<file path="config.mk">
export PLATFORM = sky130hd
export DESIGN_NAME = ddtc_top
export DESIGN_NICKNAME = d
export VERILOG_FILES = /design/src/common/ddtc_pkg.sv /design/src/core/ddtc_top.sv
export SDC_FILE = /design/constraint.sdc
export NUM_CORES = 1
export LEC_CHECK = 0
export ABC_AREA = 1
export BUFFER_PORTS_ARGS = -buffer_cell sky130_fd_sc_hd__buf_2
export CORE_MARGIN = 2
export CORE_UTILIZATION = 55
export DETAILED_ROUTE_END_ITERATION = 8
export PLACE_DENSITY = 0.78
export SLEW_MARGIN = 15
export SYNTH_ARGS = -nofsm -noshare
export SYNTH_HDL_FRONTEND = slang
export SYNTH_SLANG_ARGS = --single-unit
</file>
<file path="constraint.sdc">
create_clock -name ref_clk -period 30.9 [get_ports ref_clk]
set_input_delay 7.725 -clock ref_clk [delete_from_list [all_inputs] [get_ports ref_clk]]
set_output_delay 7.725 -clock ref_clk [all_outputs]
set_load 0.01 [all_outputs]
</file>
<file path="src/common/ddtc_pkg.sv">
// Constants, field layouts and carriers of the dual doze timer control.
// Assumes a 25 MHz core clock and software access over AXI4-Lite.
// Summary of operation
// - Enter doze alone after inactivity, once set up
// - Optionally raise SMI around doze operation
// - Hardware slowdown, software slowdown, software clock stop
// - Shortest primary time-out is two milliseconds
// - Two timers; event reloads its selected one
// - Hardware doze only when both timers expired
// - Serial, parallel, general ranges default to secondary
// - Secondary no-delay setting inhibits its doze resets
// - SMI, external event, CPU interrupt use primary
// - Two-bit field selects timer expirations raising SMI
// - Each doze reset event may raise SMI
// - First select register maps device access sources
// - Second select register maps low interrupt requests
// - Third select register maps local bus, high IRQs
// - Primary codes: 2,4,8,32,128,512,2000,8000 ms
// - Secondary codes: 0,1,4,16,64,256,1000,4000 ms
// - Doze reset restores speed, reloads timer
// - Local bus select edge, qualified memory or I/O
package ddtc_pkg;
   // ---------------------------------------------------------------
   // Register indices; byte address is four times the index
   // ---------------------------------------------------------------
   localparam logic [7:0] IDX_CTRL_TWO = 8'h41;
   localparam logic [7:0] IDX_SEL_DEV = 8'h76;
   localparam logic [7:0] IDX_SEL_IRQ_LO = 8'h77;
   localparam logic [7:0] IDX_SEL_IRQ_HI = 8'h78;
   localparam logic [7:0] IDX_CTRL_ELEVEN = 8'h79;
   localparam logic [7:0] IDX_EVENT_SIX = 8'hD9;
   localparam logic [7:0] IDX_DOZE_CTRL = 8'hE0;
   localparam logic [7:0] IDX_RST_EN = 8'hE1;
   localparam logic [7:0] IDX_SMI_EN = 8'hE2;
   localparam logic [7:0] IDX_IRQ_STAT = 8'hE3;
   localparam logic [7:0] IDX_IRQ_MASK = 8'hE4;
   localparam logic [7:0] IDX_STATE = 8'hE5;
   // ---------------------------------------------------------------
   // Reset values and fields
   // ---------------------------------------------------------------
   localparam logic [7:0] RST_ZERO8 = 8'h00;
   localparam logic [7:0] RST_SEL_DEV = 8'h0F;
   localparam int TO_MSB = 7;
   localparam int TO_LSB = 5;
   localparam int DEV_RST_EN_BIT = 1;
   localparam int SMI_SEL_MSB = 7;
   localparam int SMI_SEL_LSB = 6;
   localparam int CTL_HW_EN = 0;
   localparam int CTL_SW_SLOW = 1;
   localparam int CTL_SW_STOP = 2;
   localparam logic [1:0] RESP_OKAY = 2'h0;
   localparam logic [1:0] RESP_SLVERR = 2'h2;
   // ---------------------------------------------------------------
   // Timing
   // ---------------------------------------------------------------
   localparam int CLK_PERIOD_NS = 40;
   localparam int MS_TICK_NS = 1000000;
   localparam int MS_TICK_CYCLES = MS_TICK_NS / CLK_PERIOD_NS;
   localparam int CNT_W = 13;
   localparam int STAT_W = 3;
   // ---------------------------------------------------------------
   // Types
   // ---------------------------------------------------------------
   typedef struct packed {
      logic intr;
      logic smi;
      logic epmi;
      logic local_bus_device_select_n;
      logic [15:0] irq;
      logic [7:0] dev;
   } ddtc_src_t;
   localparam int SRC_W = $bits(ddtc_src_t);
   typedef enum {DOZE_FULL, DOZE_SLOW, DOZE_STOP} ddtc_state_t;
   // Primary time-out in ms
   function automatic logic [CNT_W-1:0] primMs(input logic [2:0] code);
      case (code)
         3'h0: primMs = 13'h0002;
         3'h1: primMs = 13'h0004;
         3'h2: primMs = 13'h0008;
         3'h3: primMs = 13'h0020;
         3'h4: primMs = 13'h0080;
         3'h5: primMs = 13'h0200;
         3'h6: primMs = 13'h07D0;
         default: primMs = 13'h1F40;
      endcase
   endfunction
   // Secondary time-out in ms; zero means no delay
   function automatic logic [CNT_W-1:0] secMs(input logic [2:0] code);
      case (code)
         3'h0: secMs = 13'h0000;
         3'h1: secMs = 13'h0001;
         3'h2: secMs = 13'h0004;
         3'h3: secMs = 13'h0010;
         3'h4: secMs = 13'h0040;
         3'h5: secMs = 13'h0100;
         3'h6: secMs = 13'h03E8;
         default: secMs = 13'h0FA0;
      endcase
   endfunction
   function automatic logic [31:0] mergeStrb(input logic [31:0] old, input logic [31:0] wd,
                                             input logic [3:0] strb);
      for (int i = 0; i < 4; i++) begin
         old[i*8 +: 8] = strb[i] ? wd[i*8 +: 8] : old[i*8 +: 8];
      end
      mergeStrb = old;
   endfunction
endpackage

</file>
<file path="src/core/ddtc_top.sv">
// Dual doze timer control: two inactivity timers, doze state and SMI.
// Activity inputs come from pins or other clocks and are synchronised here.
//
// The AXI4-Lite interface to the registers was decided locally.
`timescale 1ns/1ps
module ddtc_top #(
   parameter int TICK_CYCLES = ddtc_pkg::MS_TICK_CYCLES
) (
   // Clock and reset
   input wire logic ref_clk,
   input wire logic sys_rst,
   // AXI4-Lite slave
   input wire logic [11:0] s_axi_awaddr,
   input wire logic s_axi_awvalid,
   output logic s_axi_awready,
   input wire logic [31:0] s_axi_wdata,
   input wire logic [3:0] s_axi_wstrb,
   input wire logic s_axi_wvalid,
   output logic s_axi_wready,
   output logic [1:0] s_axi_bresp,
   output logic s_axi_bvalid,
   input wire logic s_axi_bready,
   input wire logic [11:0] s_axi_araddr,
   input wire logic s_axi_arvalid,
   output logic s_axi_arready,
   output logic [31:0] s_axi_rdata,
   output logic [1:0] s_axi_rresp,
   output logic s_axi_rvalid,
   input wire logic s_axi_rready,
   // Activity sources
   input wire logic [7:0] deviceActivity,
   input wire logic [15:0] irqLine,
   input wire logic localBusDeviceSelectN,
   input wire logic memIoSel,
   input wire logic externalPowerEventIn,
   input wire logic smiIn,
   input wire logic cpuIntr,
   // Clock control and notification
   output logic slowClock,
   output logic stopCpuClock,
   output logic idleTimeoutSmiEvent,
   output logic irqOut
);
   // ---------------------------------------------------------------
   // Registers
   // ---------------------------------------------------------------
   logic [7:0] ctrlTwo_r, selDev_r, selIrqLo_r, selIrqHi_r, ctrlEleven_r, eventSix_r;
   logic [7:0] dozeCtrl_r, irqMask_r;
   logic [31:0] rstEn_r, smiEn_r;
   logic [ddtc_pkg::STAT_W-1:0] irqStat_r;
   logic awPend_r, wPend_r;
   logic [11:0] awAddr_r;
   logic [31:0] wData_r;
   logic [3:0] wStrb_r;
   logic wrDo, rdDo;
   logic [7:0] wrIdx, rdIdx;
   logic wrHit, statRead;
   logic [31:0] rdVal;
   logic rdHit;
   ddtc_pkg::ddtc_state_t state_r;
   // ---------------------------------------------------------------
   // Input synchronisers and edge detection
   // ---------------------------------------------------------------
   localparam int PIN_W = ddtc_pkg::SRC_W + 1;
   logic [PIN_W-1:0] pinRaw, syncA_r, syncB_r, prevB_r;
   ddtc_pkg::ddtc_src_t srcNow, srcPrev, fire;
   logic memIoS;
   assign pinRaw = {memIoSel, cpuIntr, smiIn, externalPowerEventIn, ~localBusDeviceSelectN,
                    irqLine, deviceActivity};
   always_ff @(posedge ref_clk or posedge sys_rst) begin
      if (sys_rst) begin
         syncA_r <= '0;
         syncB_r <= '0;
         prevB_r <= '0;
      end else begin
         syncA_r <= pinRaw;
         syncB_r <= syncA_r;
         prevB_r <= syncB_r;
      end
   end
   assign srcNow = ddtc_pkg::ddtc_src_t'(syncB_r[ddtc_pkg::SRC_W-1:0]);
   assign srcPrev = ddtc_pkg::ddtc_src_t'(prevB_r[ddtc_pkg::SRC_W-1:0]);
   assign memIoS = syncB_r[PIN_W-1];
   // ---------------------------------------------------------------
   // Enabled doze reset events
   // ---------------------------------------------------------------
   ddtc_pkg::ddtc_src_t enVec, selVec, smiVec;
   logic [15:0] irqSel;
   assign enVec = ddtc_pkg::ddtc_src_t'(rstEn_r[ddtc_pkg::SRC_W-1:0]);
   assign smiVec = ddtc_pkg::ddtc_src_t'(smiEn_r[ddtc_pkg::SRC_W-1:0]);
   // Low IRQ select order 8,7,6,5,4,3,1,0; IRQ2 is the cascade, primary only
   assign irqSel = {selIrqHi_r[6:0], selIrqLo_r[7:2], 1'b0, selIrqLo_r[1:0]};
   always_comb begin
      selVec = '0;
      selVec.dev = selDev_r;
      selVec.irq = irqSel;
      selVec.local_bus_device_select_n = selIrqHi_r[7];
      selVec.epmi = 1'b0;
      selVec.smi = 1'b0;
      selVec.intr = 1'b0;
   end
   always_comb begin
      fire = srcNow & ~srcPrev & enVec;
      // Display, keyboard, floppy, hard disk share one enable
      fire.dev[7:4] = srcNow.dev[7:4] & ~srcPrev.dev[7:4]
                      & {4{ctrlTwo_r[ddtc_pkg::DEV_RST_EN_BIT]}};
      // Local bus: I/O and memory cycles enabled separately
      fire.local_bus_device_select_n = srcNow.local_bus_device_select_n & ~srcPrev.local_bus_device_select_n
                  & (memIoS ? enVec.local_bus_device_select_n : rstEn_r[ddtc_pkg::SRC_W]);
      fire.epmi = srcNow.epmi & enVec.epmi;
   end
   // ---------------------------------------------------------------
   // Inactivity timers
   // ---------------------------------------------------------------
   logic [ddtc_pkg::CNT_W-1:0] loadVal [2];
   logic [ddtc_pkg::CNT_W-1:0] cnt_r [2];
   logic [1:0] expired_r, expPulse, reload;
   logic initLoad_r, secNoDelay, tick, dozeReset;
   logic [15:0] tickCnt_r;
   assign loadVal[0] = ddtc_pkg::primMs(ctrlTwo_r[ddtc_pkg::TO_MSB:ddtc_pkg::TO_LSB]);
   assign loadVal[1] = ddtc_pkg::secMs(ctrlEleven_r[ddtc_pkg::TO_MSB:ddtc_pkg::TO_LSB]);
   assign secNoDelay = (loadVal[1] == '0);
   assign reload[0] = initLoad_r | (|(fire & ~selVec));
   assign reload[1] = initLoad_r | ((|(fire & selVec)) & ~secNoDelay);
   assign dozeReset = (|(fire & ~selVec)) | ((|(fire & selVec)) & ~secNoDelay);
   assign tick = (tickCnt_r == 16'(TICK_CYCLES - 1));
   always_ff @(posedge ref_clk or posedge sys_rst) begin
      if (sys_rst) begin
         tickCnt_r <= '0;
         initLoad_r <= 1'b1;
      end else begin
         tickCnt_r <= tick ? '0 : tickCnt_r + 16'h0001;
         initLoad_r <= 1'b0;
      end
   end
   for (genvar t = 0; t < 2; t++) begin : gTimer
      assign expPulse[t] = tick & ~reload[t] & (cnt_r[t] == 13'h0001);
      always_ff @(posedge ref_clk or posedge sys_rst) begin
         if (sys_rst) begin
            cnt_r[t] <= '0;
            expired_r[t] <= 1'b0;
         end else if (reload[t]) begin
            cnt_r[t] <= loadVal[t];
            expired_r[t] <= (loadVal[t] == '0);
         end else if (tick && cnt_r[t] != '0) begin
            cnt_r[t] <= cnt_r[t] - 13'h0001;
            expired_r[t] <= expPulse[t];
         end
      end
   end
   // ---------------------------------------------------------------
   // Doze state
   // ---------------------------------------------------------------
   always_ff @(posedge ref_clk or posedge sys_rst) begin
      if (sys_rst) begin
         state_r <= ddtc_pkg::DOZE_FULL;
      end else begin
         case (state_r)
            ddtc_pkg::DOZE_FULL: begin
               if (dozeCtrl_r[ddtc_pkg::CTL_SW_STOP]) begin
                  state_r <= ddtc_pkg::DOZE_STOP;
               end else if (dozeCtrl_r[ddtc_pkg::CTL_SW_SLOW]) begin
                  state_r <= ddtc_pkg::DOZE_SLOW;
               end else if (dozeCtrl_r[ddtc_pkg::CTL_HW_EN] && (&expired_r)) begin
                  state_r <= ddtc_pkg::DOZE_SLOW;
               end
            end
            default: begin
               if (dozeReset) begin
                  state_r <= ddtc_pkg::DOZE_FULL;
               end
            end
         endcase
      end
   end
   always_ff @(posedge ref_clk or posedge sys_rst) begin
      if (sys_rst) begin
         slowClock <= 1'b0;
         stopCpuClock <= 1'b0;
      end else begin
         slowClock <= (state_r != ddtc_pkg::DOZE_FULL);
         stopCpuClock <= (state_r == ddtc_pkg::DOZE_STOP);
      end
   end
   // ---------------------------------------------------------------
   // SMI generation
   // ---------------------------------------------------------------
   logic [1:0] smiSel;
   logic smiTo;
   assign smiSel = eventSix_r[ddtc_pkg::SMI_SEL_MSB:ddtc_pkg::SMI_SEL_LSB];
   always_comb begin
      case (smiSel)
         2'h0: smiTo = 1'b0;
         2'h1: smiTo = expPulse[0];
         2'h2: smiTo = expPulse[1];
         default: smiTo = |expPulse;
      endcase
   end
   always_ff @(posedge ref_clk or posedge sys_rst) begin
      if (sys_rst) begin
         idleTimeoutSmiEvent <= 1'b0;
      end else begin
         idleTimeoutSmiEvent <= smiTo | (|(fire & smiVec));
      end
   end
   // ---------------------------------------------------------------
   // Interrupt status: primary, secondary expiry, doze reset
   // ---------------------------------------------------------------
   logic [ddtc_pkg::STAT_W-1:0] statSet;
   assign statSet = {dozeReset & (state_r != ddtc_pkg::DOZE_FULL), expPulse};
   always_ff @(posedge ref_clk or posedge sys_rst) begin
      if (sys_rst) begin
         irqStat_r <= '0;
         irqOut <= 1'b0;
      end else begin
         irqStat_r <= (statRead ? '0 : irqStat_r) | statSet;
         irqOut <= |(irqStat_r & irqMask_r[ddtc_pkg::STAT_W-1:0]);
      end
   end
   // ---------------------------------------------------------------
   // AXI4-Lite write channel
   // ---------------------------------------------------------------
   assign wrDo = awPend_r && wPend_r && !s_axi_bvalid;
   assign wrIdx = awAddr_r[9:2];
   always_ff @(posedge ref_clk or posedge sys_rst) begin
      if (sys_rst) begin
         awPend_r <= 1'b0;
         wPend_r <= 1'b0;
         awAddr_r <= '0;
         wData_r <= '0;
         wStrb_r <= '0;
         s_axi_awready <= 1'b0;
         s_axi_wready <= 1'b0;
         s_axi_bvalid <= 1'b0;
         s_axi_bresp <= ddtc_pkg::RESP_OKAY;
      end else begin
         s_axi_awready <= !awPend_r && !s_axi_awready;
         s_axi_wready <= !wPend_r && !s_axi_wready;
         if (s_axi_awvalid && s_axi_awready) begin
            awPend_r <= 1'b1;
            awAddr_r <= s_axi_awaddr;
         end
         if (s_axi_wvalid && s_axi_wready) begin
            wPend_r <= 1'b1;
            wData_r <= s_axi_wdata;
            wStrb_r <= s_axi_wstrb;
         end
         if (wrDo) begin
            awPend_r <= 1'b0;
            wPend_r <= 1'b0;
            s_axi_bvalid <= 1'b1;
            s_axi_bresp <= (wrHit && awAddr_r[1:0] == 2'h0) ? ddtc_pkg::RESP_OKAY
                                                             : ddtc_pkg::RESP_SLVERR;
         end else if (s_axi_bready) begin
            s_axi_bvalid <= 1'b0;
         end
      end
   end
   always_comb begin
      if (awAddr_r[11:10] != 2'h0) begin
         wrHit = 1'b0;
      end else if (wrIdx == ddtc_pkg::IDX_CTRL_TWO || wrIdx == ddtc_pkg::IDX_SEL_DEV) begin
         wrHit = 1'b1;
      end else if (wrIdx == ddtc_pkg::IDX_SEL_IRQ_LO || wrIdx == ddtc_pkg::IDX_SEL_IRQ_HI) begin
         wrHit = 1'b1;
      end else if (wrIdx == ddtc_pkg::IDX_CTRL_ELEVEN || wrIdx == ddtc_pkg::IDX_EVENT_SIX) begin
         wrHit = 1'b1;
      end else if (wrIdx == ddtc_pkg::IDX_DOZE_CTRL || wrIdx == ddtc_pkg::IDX_RST_EN) begin
         wrHit = 1'b1;
      end else if (wrIdx == ddtc_pkg::IDX_SMI_EN || wrIdx == ddtc_pkg::IDX_IRQ_MASK) begin
         wrHit = 1'b1;
      end else begin
         wrHit = 1'b0;
      end
   end
   // Byte registers take lane 0 only
   always_ff @(posedge ref_clk or posedge sys_rst) begin
      if (sys_rst) begin
         ctrlTwo_r <= ddtc_pkg::RST_ZERO8;
         selDev_r <= ddtc_pkg::RST_SEL_DEV;
         selIrqLo_r <= ddtc_pkg::RST_ZERO8;
         selIrqHi_r <= ddtc_pkg::RST_ZERO8;
         ctrlEleven_r <= ddtc_pkg::RST_ZERO8;
         eventSix_r <= ddtc_pkg::RST_ZERO8;
         dozeCtrl_r <= ddtc_pkg::RST_ZERO8;
         irqMask_r <= ddtc_pkg::RST_ZERO8;
         rstEn_r <= '0;
         smiEn_r <= '0;
      end else begin
         if (dozeReset) begin
            dozeCtrl_r[ddtc_pkg::CTL_SW_STOP:ddtc_pkg::CTL_SW_SLOW] <= 2'h0;
         end
         if (wrDo && wrHit && awAddr_r[1:0] == 2'h0 && wStrb_r[0]) begin
            if (wrIdx == ddtc_pkg::IDX_CTRL_TWO) begin
               ctrlTwo_r <= wData_r[7:0];
            end else if (wrIdx == ddtc_pkg::IDX_SEL_DEV) begin
               selDev_r <= wData_r[7:0];
            end else if (wrIdx == ddtc_pkg::IDX_SEL_IRQ_LO) begin
               selIrqLo_r <= wData_r[7:0];
            end else if (wrIdx == ddtc_pkg::IDX_SEL_IRQ_HI) begin
               selIrqHi_r <= wData_r[7:0];
            end else if (wrIdx == ddtc_pkg::IDX_CTRL_ELEVEN) begin
               ctrlEleven_r <= wData_r[7:0];
            end else if (wrIdx == ddtc_pkg::IDX_EVENT_SIX) begin
               eventSix_r <= wData_r[7:0];
            end else if (wrIdx == ddtc_pkg::IDX_DOZE_CTRL) begin
               dozeCtrl_r <= wData_r[7:0];
            end else if (wrIdx == ddtc_pkg::IDX_IRQ_MASK) begin
               irqMask_r <= wData_r[7:0];
            end
         end
         if (wrDo && wrHit && awAddr_r[1:0] == 2'h0 && wrIdx == ddtc_pkg::IDX_RST_EN) begin
            rstEn_r <= ddtc_pkg::mergeStrb(rstEn_r, wData_r, wStrb_r);
         end
         if (wrDo && wrHit && awAddr_r[1:0] == 2'h0 && wrIdx == ddtc_pkg::IDX_SMI_EN) begin
            smiEn_r <= ddtc_pkg::mergeStrb(smiEn_r, wData_r, wStrb_r);
         end
      end
   end
   // ---------------------------------------------------------------
   // AXI4-Lite read channel
   // ---------------------------------------------------------------
   assign rdDo = s_axi_arvalid && s_axi_arready;
   assign rdIdx = s_axi_araddr[9:2];
   assign statRead = rdDo && rdHit && rdIdx == ddtc_pkg::IDX_IRQ_STAT;
   always_comb begin
      rdVal = '0;
      rdHit = (s_axi_araddr[11:10] == 2'h0) && (s_axi_araddr[1:0] == 2'h0);
      if (rdIdx == ddtc_pkg::IDX_CTRL_TWO) begin
         rdVal[7:0] = ctrlTwo_r;
      end else if (rdIdx == ddtc_pkg::IDX_SEL_DEV) begin
         rdVal[7:0] = selDev_r;
      end else if (rdIdx == ddtc_pkg::IDX_SEL_IRQ_LO) begin
         rdVal[7:0] = selIrqLo_r;
      end else if (rdIdx == ddtc_pkg::IDX_SEL_IRQ_HI) begin
         rdVal[7:0] = selIrqHi_r;
      end else if (rdIdx == ddtc_pkg::IDX_CTRL_ELEVEN) begin
         rdVal[7:0] = ctrlEleven_r;
      end else if (rdIdx == ddtc_pkg::IDX_EVENT_SIX) begin
         rdVal[7:0] = eventSix_r;
      end else if (rdIdx == ddtc_pkg::IDX_DOZE_CTRL) begin
         rdVal[7:0] = dozeCtrl_r;
      end else if (rdIdx == ddtc_pkg::IDX_RST_EN) begin
         rdVal = rstEn_r;
      end else if (rdIdx == ddtc_pkg::IDX_SMI_EN) begin
         rdVal = smiEn_r;
      end else if (rdIdx == ddtc_pkg::IDX_IRQ_STAT) begin
         rdVal[ddtc_pkg::STAT_W-1:0] = irqStat_r;
      end else if (rdIdx == ddtc_pkg::IDX_IRQ_MASK) begin
         rdVal[7:0] = irqMask_r;
      end else if (rdIdx == ddtc_pkg::IDX_STATE) begin
         rdVal[3:0] = {stopCpuClock, slowClock, expired_r};
      end else begin
         rdHit = 1'b0;
      end
   end
   always_ff @(posedge ref_clk or posedge sys_rst) begin
      if (sys_rst) begin
         s_axi_arready <= 1'b0;
         s_axi_rvalid <= 1'b0;
         s_axi_rdata <= '0;
         s_axi_rresp <= ddtc_pkg::RESP_OKAY;
      end else begin
         s_axi_arready <= !s_axi_rvalid && !s_axi_arready;
         if (rdDo) begin
            s_axi_rvalid <= 1'b1;
            s_axi_rdata <= rdHit ? rdVal : '0;
            s_axi_rresp <= rdHit ? ddtc_pkg::RESP_OKAY : ddtc_pkg::RESP_SLVERR;
         end else if (s_axi_rready) begin
            s_axi_rvalid <= 1'b0;
         end
      end
   end
endmodule

</file>
==> results of run 1 <==
==> cell families (layout without fill, tap and decap cells) <==
kind of cell,after synthesis,in the layout
and+or+nand+nor,956,956
DFF,356,356
buffers and inverters,283,447
AOI/OAI and AO/OA,268,268
xor gates and xnor gates,24,24
adders and majority gates,5,5
other,1,3
==> power breakdown <==
group,internal (uW),leakage (uW),switching (uW)
sequential,512,0.00460,42.6
clock,279,0.000644,194
combinational,38.2,0.00414,100
==> worst register-to-register path, stage by stage (launching register included) <==
cell and delay, ns:
dfrtp_1 0.48, nand2_1 0.08, nor2_1 0.29, nand2_1 0.11, o21ai_0 0.09, nor2_1 0.07
nand2_1 0.07, nor2_1 0.04, nand2_1 0.20, nand2_1 0.35, nand3_1 0.49, clkinv_1 0.48
nand2_1 0.17, nand2_1 0.07
==> per-stage QoR <==
| stage | cell area (um^2) | hold slack (ns) |
|---|---|---|
| after floorplan | 15800 | 0.331 |
| after global placement | 16800 | 0.331 |
| after detailed placement | 16800 | 0.335 |
| after CTS | 18100 | 0.346 |
| after global routing | 18100 | 0.354 |
| final | 18100 | 0.340 |
==> sequential cells by signal (all words and copies together) (netlist names), 3 cells and up <==
| signal | count |
|---|---|
| syncA_r | 29 |
| tickCnt_r | 16 |
| ctrlEleven_r | 8 |
| selIrqHi_r | 8 |
| s_axi_rdata | 32 |
| wStrb_r | 4 |
| dozeCtrl_r | 8 |
| cnt_r | 26 |
| wData_r | 32 |
| awAddr_r | 12 |
| rstEn_r | 32 |
| syncB_r | 29 |
| selIrqLo_r | 8 |
| irqMask_r | 8 |
| smiEn_r | 32 |
| selDev_r | 8 |
| ctrlTwo_r | 8 |
| eventSix_r | 8 |
| irqStat_r | 3 |
| prevB_r | 27 |
==> per-layer routing <==
layer	GRT usage, %	part of all wire (%)
met4	10.8	3.4
met3	5.15	6.9
met2	46.9	48
met1	38.5	42
met5	0	0
==> layout make-up <==
type,count,area (um^2),area share [%]
Multi-Input combinational cell,1256,5750,31.7
Clock inverter,12,186,1.03
Clock buffer,56,1150,6.35
Inverter,235,892,4.92
Timing Repair Buffer,144,748,4.13
Sequential cell,356,8910,49.2
Tap cell,378,473,2.61
==> layout by cell type (no fill, tap or decap), types with 13 or more instances in the layout <==
| cell | count |
|---|---|
| a21oi_1 | 25 |
| o21ai_1 | 43 |
| inv_1 | 228 |
| nand3_1 | 94 |
| nor2_1 | 195 |
| nand2_1 | 569 |
| xor2_1 | 13 |
| dfrtp_1 | 351 |
| clkbuf_16 | 39 |
| nor3_1 | 24 |
| nand4_1 | 30 |
| o21ai_0 | 172 |
| buf_2 | 138 |
==> worst paths after layout <==
path | start | endpoint | cells after the start
setup / recovery | s_axi_araddr[6] | s_axi_rdata[6]$_DFFE_PP0P_ | 15
hold / removal | syncA_r[21]$_DFF_PP0_ | syncB_r[21]$_DFF_PP0_ | 0
setup reg to reg | ctrlTwo_r[1]$_DFFE_PP0P_ | cnt_r[10]$_DFFE_PP0P_ | 13
hold reg to reg | syncA_r[21]$_DFF_PP0_ | syncB_r[21]$_DFF_PP0_ | 0
max in group asynchronous | sys_rst | syncA_r[2]$_DFF_PP0_ | 3
min in group asynchronous | sys_rst | awPend_r$_DFFE_PP0P_ | 2
==> impl_metrics.json, run 1 <==
{
  "grtUsageTotal_pct": 28.7,
  "synth-seq-cells": 356,
  "drcViolationCount": 0,
  "port_buffers": 138,
  "synth_top_area_share_pct": 55.7,
  "drt_wl_total_um": 42300,
  "grt_pass1_wl_um": 68000,
  "cts_resized": 0,
  "cp_data_required_time_ns": 31.37,
  "chipWidth_um": 173,
  "place_inst": 2369,
  "place_congestion": 0.994,
  "async_flop_share_pct": 100,
  "yosysTopAreaCell": "dfrtp_1",
  "ir_worst_vdd_uv": 54.6,
  "worstPathBufferInverterCount": 5,
  "wl_per_cell_um": 17.4,
  "worstMarginPinSlew_ns": 1.04,
  "crit_arrival_ns": 9.94,
  "hold_violations": 0,
  "rsz0062_at_grt": "false",
  "slowest_stage": "inv_1",
  "numClockSinks": 356,
  "cp-start-kind": "input pin",
  "core_area_um2": 28000,
  "path_class": "input pin to flop",
  "fin_worst_skew_ns": 0.0281,
  "root_buffer": "clkbuf_16",
  "r2r_setup_slack_ns": 27.79,
  "synthFlopType": "dfrtp_1",
  "io_pins": 141,
  "die-height_um": 173,
  "synth_area_leaders": "dfrtp_1, nand2_1, o21ai_0",
  "grt_pass1_vias": 12800,
  "cts_tree": "yes",
  "total_power_uw": 1170,
  "initial_core_util_pct": 56.3,
  "leakage_uw": 0.00939,
  "maxCapViolCount": 0,
  "crit_family": "buffers and inverters",
  "clkTransAtPathRegs_ns": 0.06,
  "via_per_inst": 5.34,
  "clock_path_buffers": 3,
  "cts_buffers": 39,
  "cp_common_cell": "nand2_1",
  "drt-pass1-iter-count": 5,
  "netlist_instances": 1893,
  "area_growth_pct": 14.8,
  "drive_gt1_share_pct": 11.8,
  "cp_slowest_stage_delay_ns": 0.67,
  "path_cells": "buf_2 -> inv_1 -> nand2_1 -> nor2_1 -> buf_4 -> nand3_1 -> inv_1 -> nand2_1 -> o21ai_0 -> inv_1 -> nand3_1 -> o21ai_0 -> nand3_1 -> nand2_1 -> nand2_1",
  "slew_headroom_pct": 30.8,
  "fp.dieArea_um2": 30100,
  "ant_nets": 0,
  "post-place-ws_ns": 21.02,
  "postLayoutSetupSlackWorst_ns": 21.44,
  "synth_enable_flop_cells": 0,
  "num_rows": 61,
  "first_iter_violations": 1311,
  "syn_area_per_cell_um2": 8.33,
  "ys_seq_area_share_pct": 56.5,
  "path_max_fanout": 17,
  "grt_max_degree": 157,
  "synthAdderAreaFrac_pct": 0.397,
  "max_freq_mhz": 106,
  "end_kind": "flop",
  "post-route-period-util_pct": 30.6,
  "ctsHoldBuffers": 0,
  "syn_area_um2": 15800,
  "synth_compound_area_share_pct": 8.95,
  "synthXorXnorAreaFrac_pct": 1.33,
  "setup_viol": 0,
  "period_needed_ns": 9.46,
  "synth_commonest_cells": "nand2_1, dfrtp_1, inv_1, nor2_1, o21ai_0",
  "finalSetupTns_ns": 0,
  "synthMuxAreaShare_pct": 0,
  "vias": 13000,
  "fin_cells": 2437,
  "synthMostInstantiatedCell": "nand2_1",
  "yosys_warnings": 0,
  "report.final.slew_viol_count": 0,
  "hp-class": "flop to flop",
  "antenna_found_initial": 0,
  "final_util_pct": 64.7,
  "ys_types": 47,
  "post-cts-setup-buffers": 0,
  "clkLatencyLatePin_ns": 0.56,
  "hpwl_um": 30300,
  "antenna_cells": 0,
  "power_density_nw_per_um2": 64.3,
  "h-tree-depth": 2,
  "status": "finished, final reports clean",
  "num-nets-final": 2133,
  "grt_overflow": 0,
  "fillers": 2354,
  "synth_top_family_by_area": "simple AND/OR/NAND/NOR gates",
  "synth-simple-area-share_pct": 25.7
}
Power figures use the tool's default switching activity.
==> run 2: changes to the inputs <==
==> constraint.sdc (replaced) <==
create_clock -name ref_clk -period 9.8 [get_ports ref_clk]
set_input_delay 2.45 -clock ref_clk [delete_from_list [all_inputs] [get_ports ref_clk]]
set_output_delay 2.45 -clock ref_clk [all_outputs]
set_load 0.01 [all_outputs]
==> impl_metrics.json, run 2 (same netlist as run 1, synthesis figures left out) <==
{
  "mostFrequentLayoutCells": "nand2_1, dfrtp_1, inv_1",
  "grt_max_degree": 75,
  "drive_gt1_share_pct": 11.5,
  "antenna_cells": 0,
  "fp.dieArea_um2": 30100,
  "path_cells": "buf_2 -> inv_1 -> nand2_1 -> nor2_1 -> nand3_1 -> or2_2 -> nand2_1 -> nand2_1 -> nand2_1 -> nand4_1 -> nand2_1 -> nand2_1 -> nand2_1 -> nand2_1",
  "postLayoutSetupSlackWorst_ns": 5.03,
  "leakage_uw": 0.00934,
  "cp-start-kind": "input pin",
  "hold_violations": 0,
  "vias": 13200,
  "drt_wl_total_um": 42400,
  "p_comb_share_pct": 12.3,
  "maxCapViolCount": 0,
  "initial_core_util_pct": 56.3,
  "core_area_um2": 28000,
  "die-height_um": 173,
  "num_rows": 61,
  "post-place-ws_ns": 4.57,
  "cts_resized": 0,
  "hpwl_um": 31000,
  "grt_pass1_wl_um": 68000,
  "cts_tree": "yes",
  "post-route-period-util_pct": 48.6,
  "crit_family": "simple AND/OR/NAND/NOR gates",
  "setup_viol": 0,
  "drt-pass1-iter-count": 7,
  "path_class": "input pin to flop",
  "worstPathBufferInverterCount": 2,
  "p_int_uw": 2560,
  "clkTransAtPathRegs_ns": 0.06,
  "clkLatencyLatePin_ns": 0.54,
  "path_max_fanout": 17,
  "layout_commonest_cell": "nand2_1",
  "antenna_found_initial": 0,
  "cts_buffers": 37,
  "seqPwrFrac_pct": 48.7,
  "numClockSinks": 356,
  "grt_overflow": 0,
  "ir_worst_vdd_uv": 157,
  "max_freq_mhz": 210,
  "report.final.slew_viol_count": 0,
  "post-cts-setup-buffers": 0,
  "h-tree-depth": 2,
  "num-nets-final": 2133,
  "first_iter_violations": 1062,
  "hp-class": "flop to flop",
  "clock_path_buffers": 3,
  "p_sw_uw": 1030,
  "switching_share_pct": 28.7,
  "grtUsageTotal_pct": 28.7,
  "clkPwrFrac_pct": 39.0,
  "rsz0062_at_grt": "false",
  "cp_data_required_time_ns": 10.22,
  "drcViolationCount": 0,
  "worstMarginPinSlew_ns": 1.01,
  "io_pins": 141,
  "fin_worst_skew_ns": 0.0158,
  "crit_arrival_ns": 5.19,
  "cp_slowest_stage_delay_ns": 0.76,
  "finalSetupTns_ns": 0,
  "power_density_nw_per_um2": 199,
  "cp_common_cell": "nand2_1",
  "status": "finished, final reports clean",
  "place_congestion": 0.978,
  "port_buffers": 138,
  "slew_headroom_pct": 32.1,
  "end_kind": "flop",
  "ctsHoldBuffers": 0,
  "ant_nets": 0,
  "slowest_stage": "nor2_1",
  "period_needed_ns": 4.77,
  "chipWidth_um": 173,
  "grt_pass1_vias": 13000,
  "root_buffer": "clkbuf_16",
  "via_per_inst": 5.41,
  "wl_per_cell_um": 17.4,
  "area_growth_pct": 14.1
}
## run 2: area by class of cell
| class | instances | area [um^2] |
|---|---|---|
| inverters | 235 | 888 |
| flip-flops and latches | 356 | 8910 |
| well taps | 378 | 473 |
| multi-input cells | 1256 | 5750 |
| clock buffers | 53 | 1050 |
| repair buffers | 146 | 751 |
| fillers | 2346 | 10000 |
| clock inverters | 10 | 176 |
## run 2: path summary, 6_finish.rpt
path	startpoint	endpoint	slack (ns)	depth (start not counted)
max in group asynchronous	sys_rst	syncA_r[10]$_DFF_PP0_	5.73	4
min in group asynchronous	sys_rst	awAddr_r[6]$_DFFE_PP0P_	1.99	2
setup / recovery	s_axi_araddr[6]	s_axi_rdata[7]$_DFFE_PP0P_	5.03	14
hold / removal	syncA_r[1]$_DFF_PP0_	syncB_r[1]$_DFF_PP0_	0.34	0
setup reg to reg	ctrlTwo_r[1]$_DFFE_PP0P_	cnt_r[9]$_DFFE_PP0P_	6.74	13
hold reg to reg	syncA_r[1]$_DFF_PP0_	syncB_r[1]$_DFF_PP0_	0.34	0
## run 2: routing by layer
layer	up-vias	part of all wire [%]	track usage (%)	wire [um]
met3	104	7.2	5.44	3040
li1	6263	-	-	-
met4	0	4.1	12.4	1750
met1	6346	42	38.8	18000
met2	466	46	45.7	19600
met5	-	0	0	0
## run 2: worst register-to-register path: stages (launching register included)
cell      delay, ns
dfrtp_1        0.50
nand2_1        0.08
nor2_1         0.32
nand2_1        0.12
o21ai_0        0.10
nor2_1         0.08
nand2_1        0.06
nor2_1         0.04
nand2_1        0.19
nand2_1        0.35
nand3_1        0.46
clkinv_1       0.42
nand2_1        0.16
nand2_1        0.07
## run 2: per-stage QoR
stage	power, uW	cells	instance area [um^2]	hold WS [ns]	util [%]
2_1_floorplan	2010	1895	15800	0.331	-
3_3_place_gp	2180	2371	16800	0.332	59.9
3_5_place_dp	2200	2371	16800	0.335	59.9
4_1_cts	3620	2434	18000	0.345	64.3
5_1_grt	3750	2434	18000	0.354	64.3
6_report	3590	2434	18000	0.341	64.3
## run 2: power by group through the flow
| stage | combinational (uW) | clock (uW) | sequential, uW |
|---|---|---|---|
| global route | 496 | 1490 | 1760 |
| CTS | 441 | 1430 | 1740 |
| global placement | 420 | 0 | 1760 |
| finish | 441 | 1400 | 1750 |
| detailed placement | 437 | 0 | 1770 |
| floorplan | 288 | 0 | 1720 |
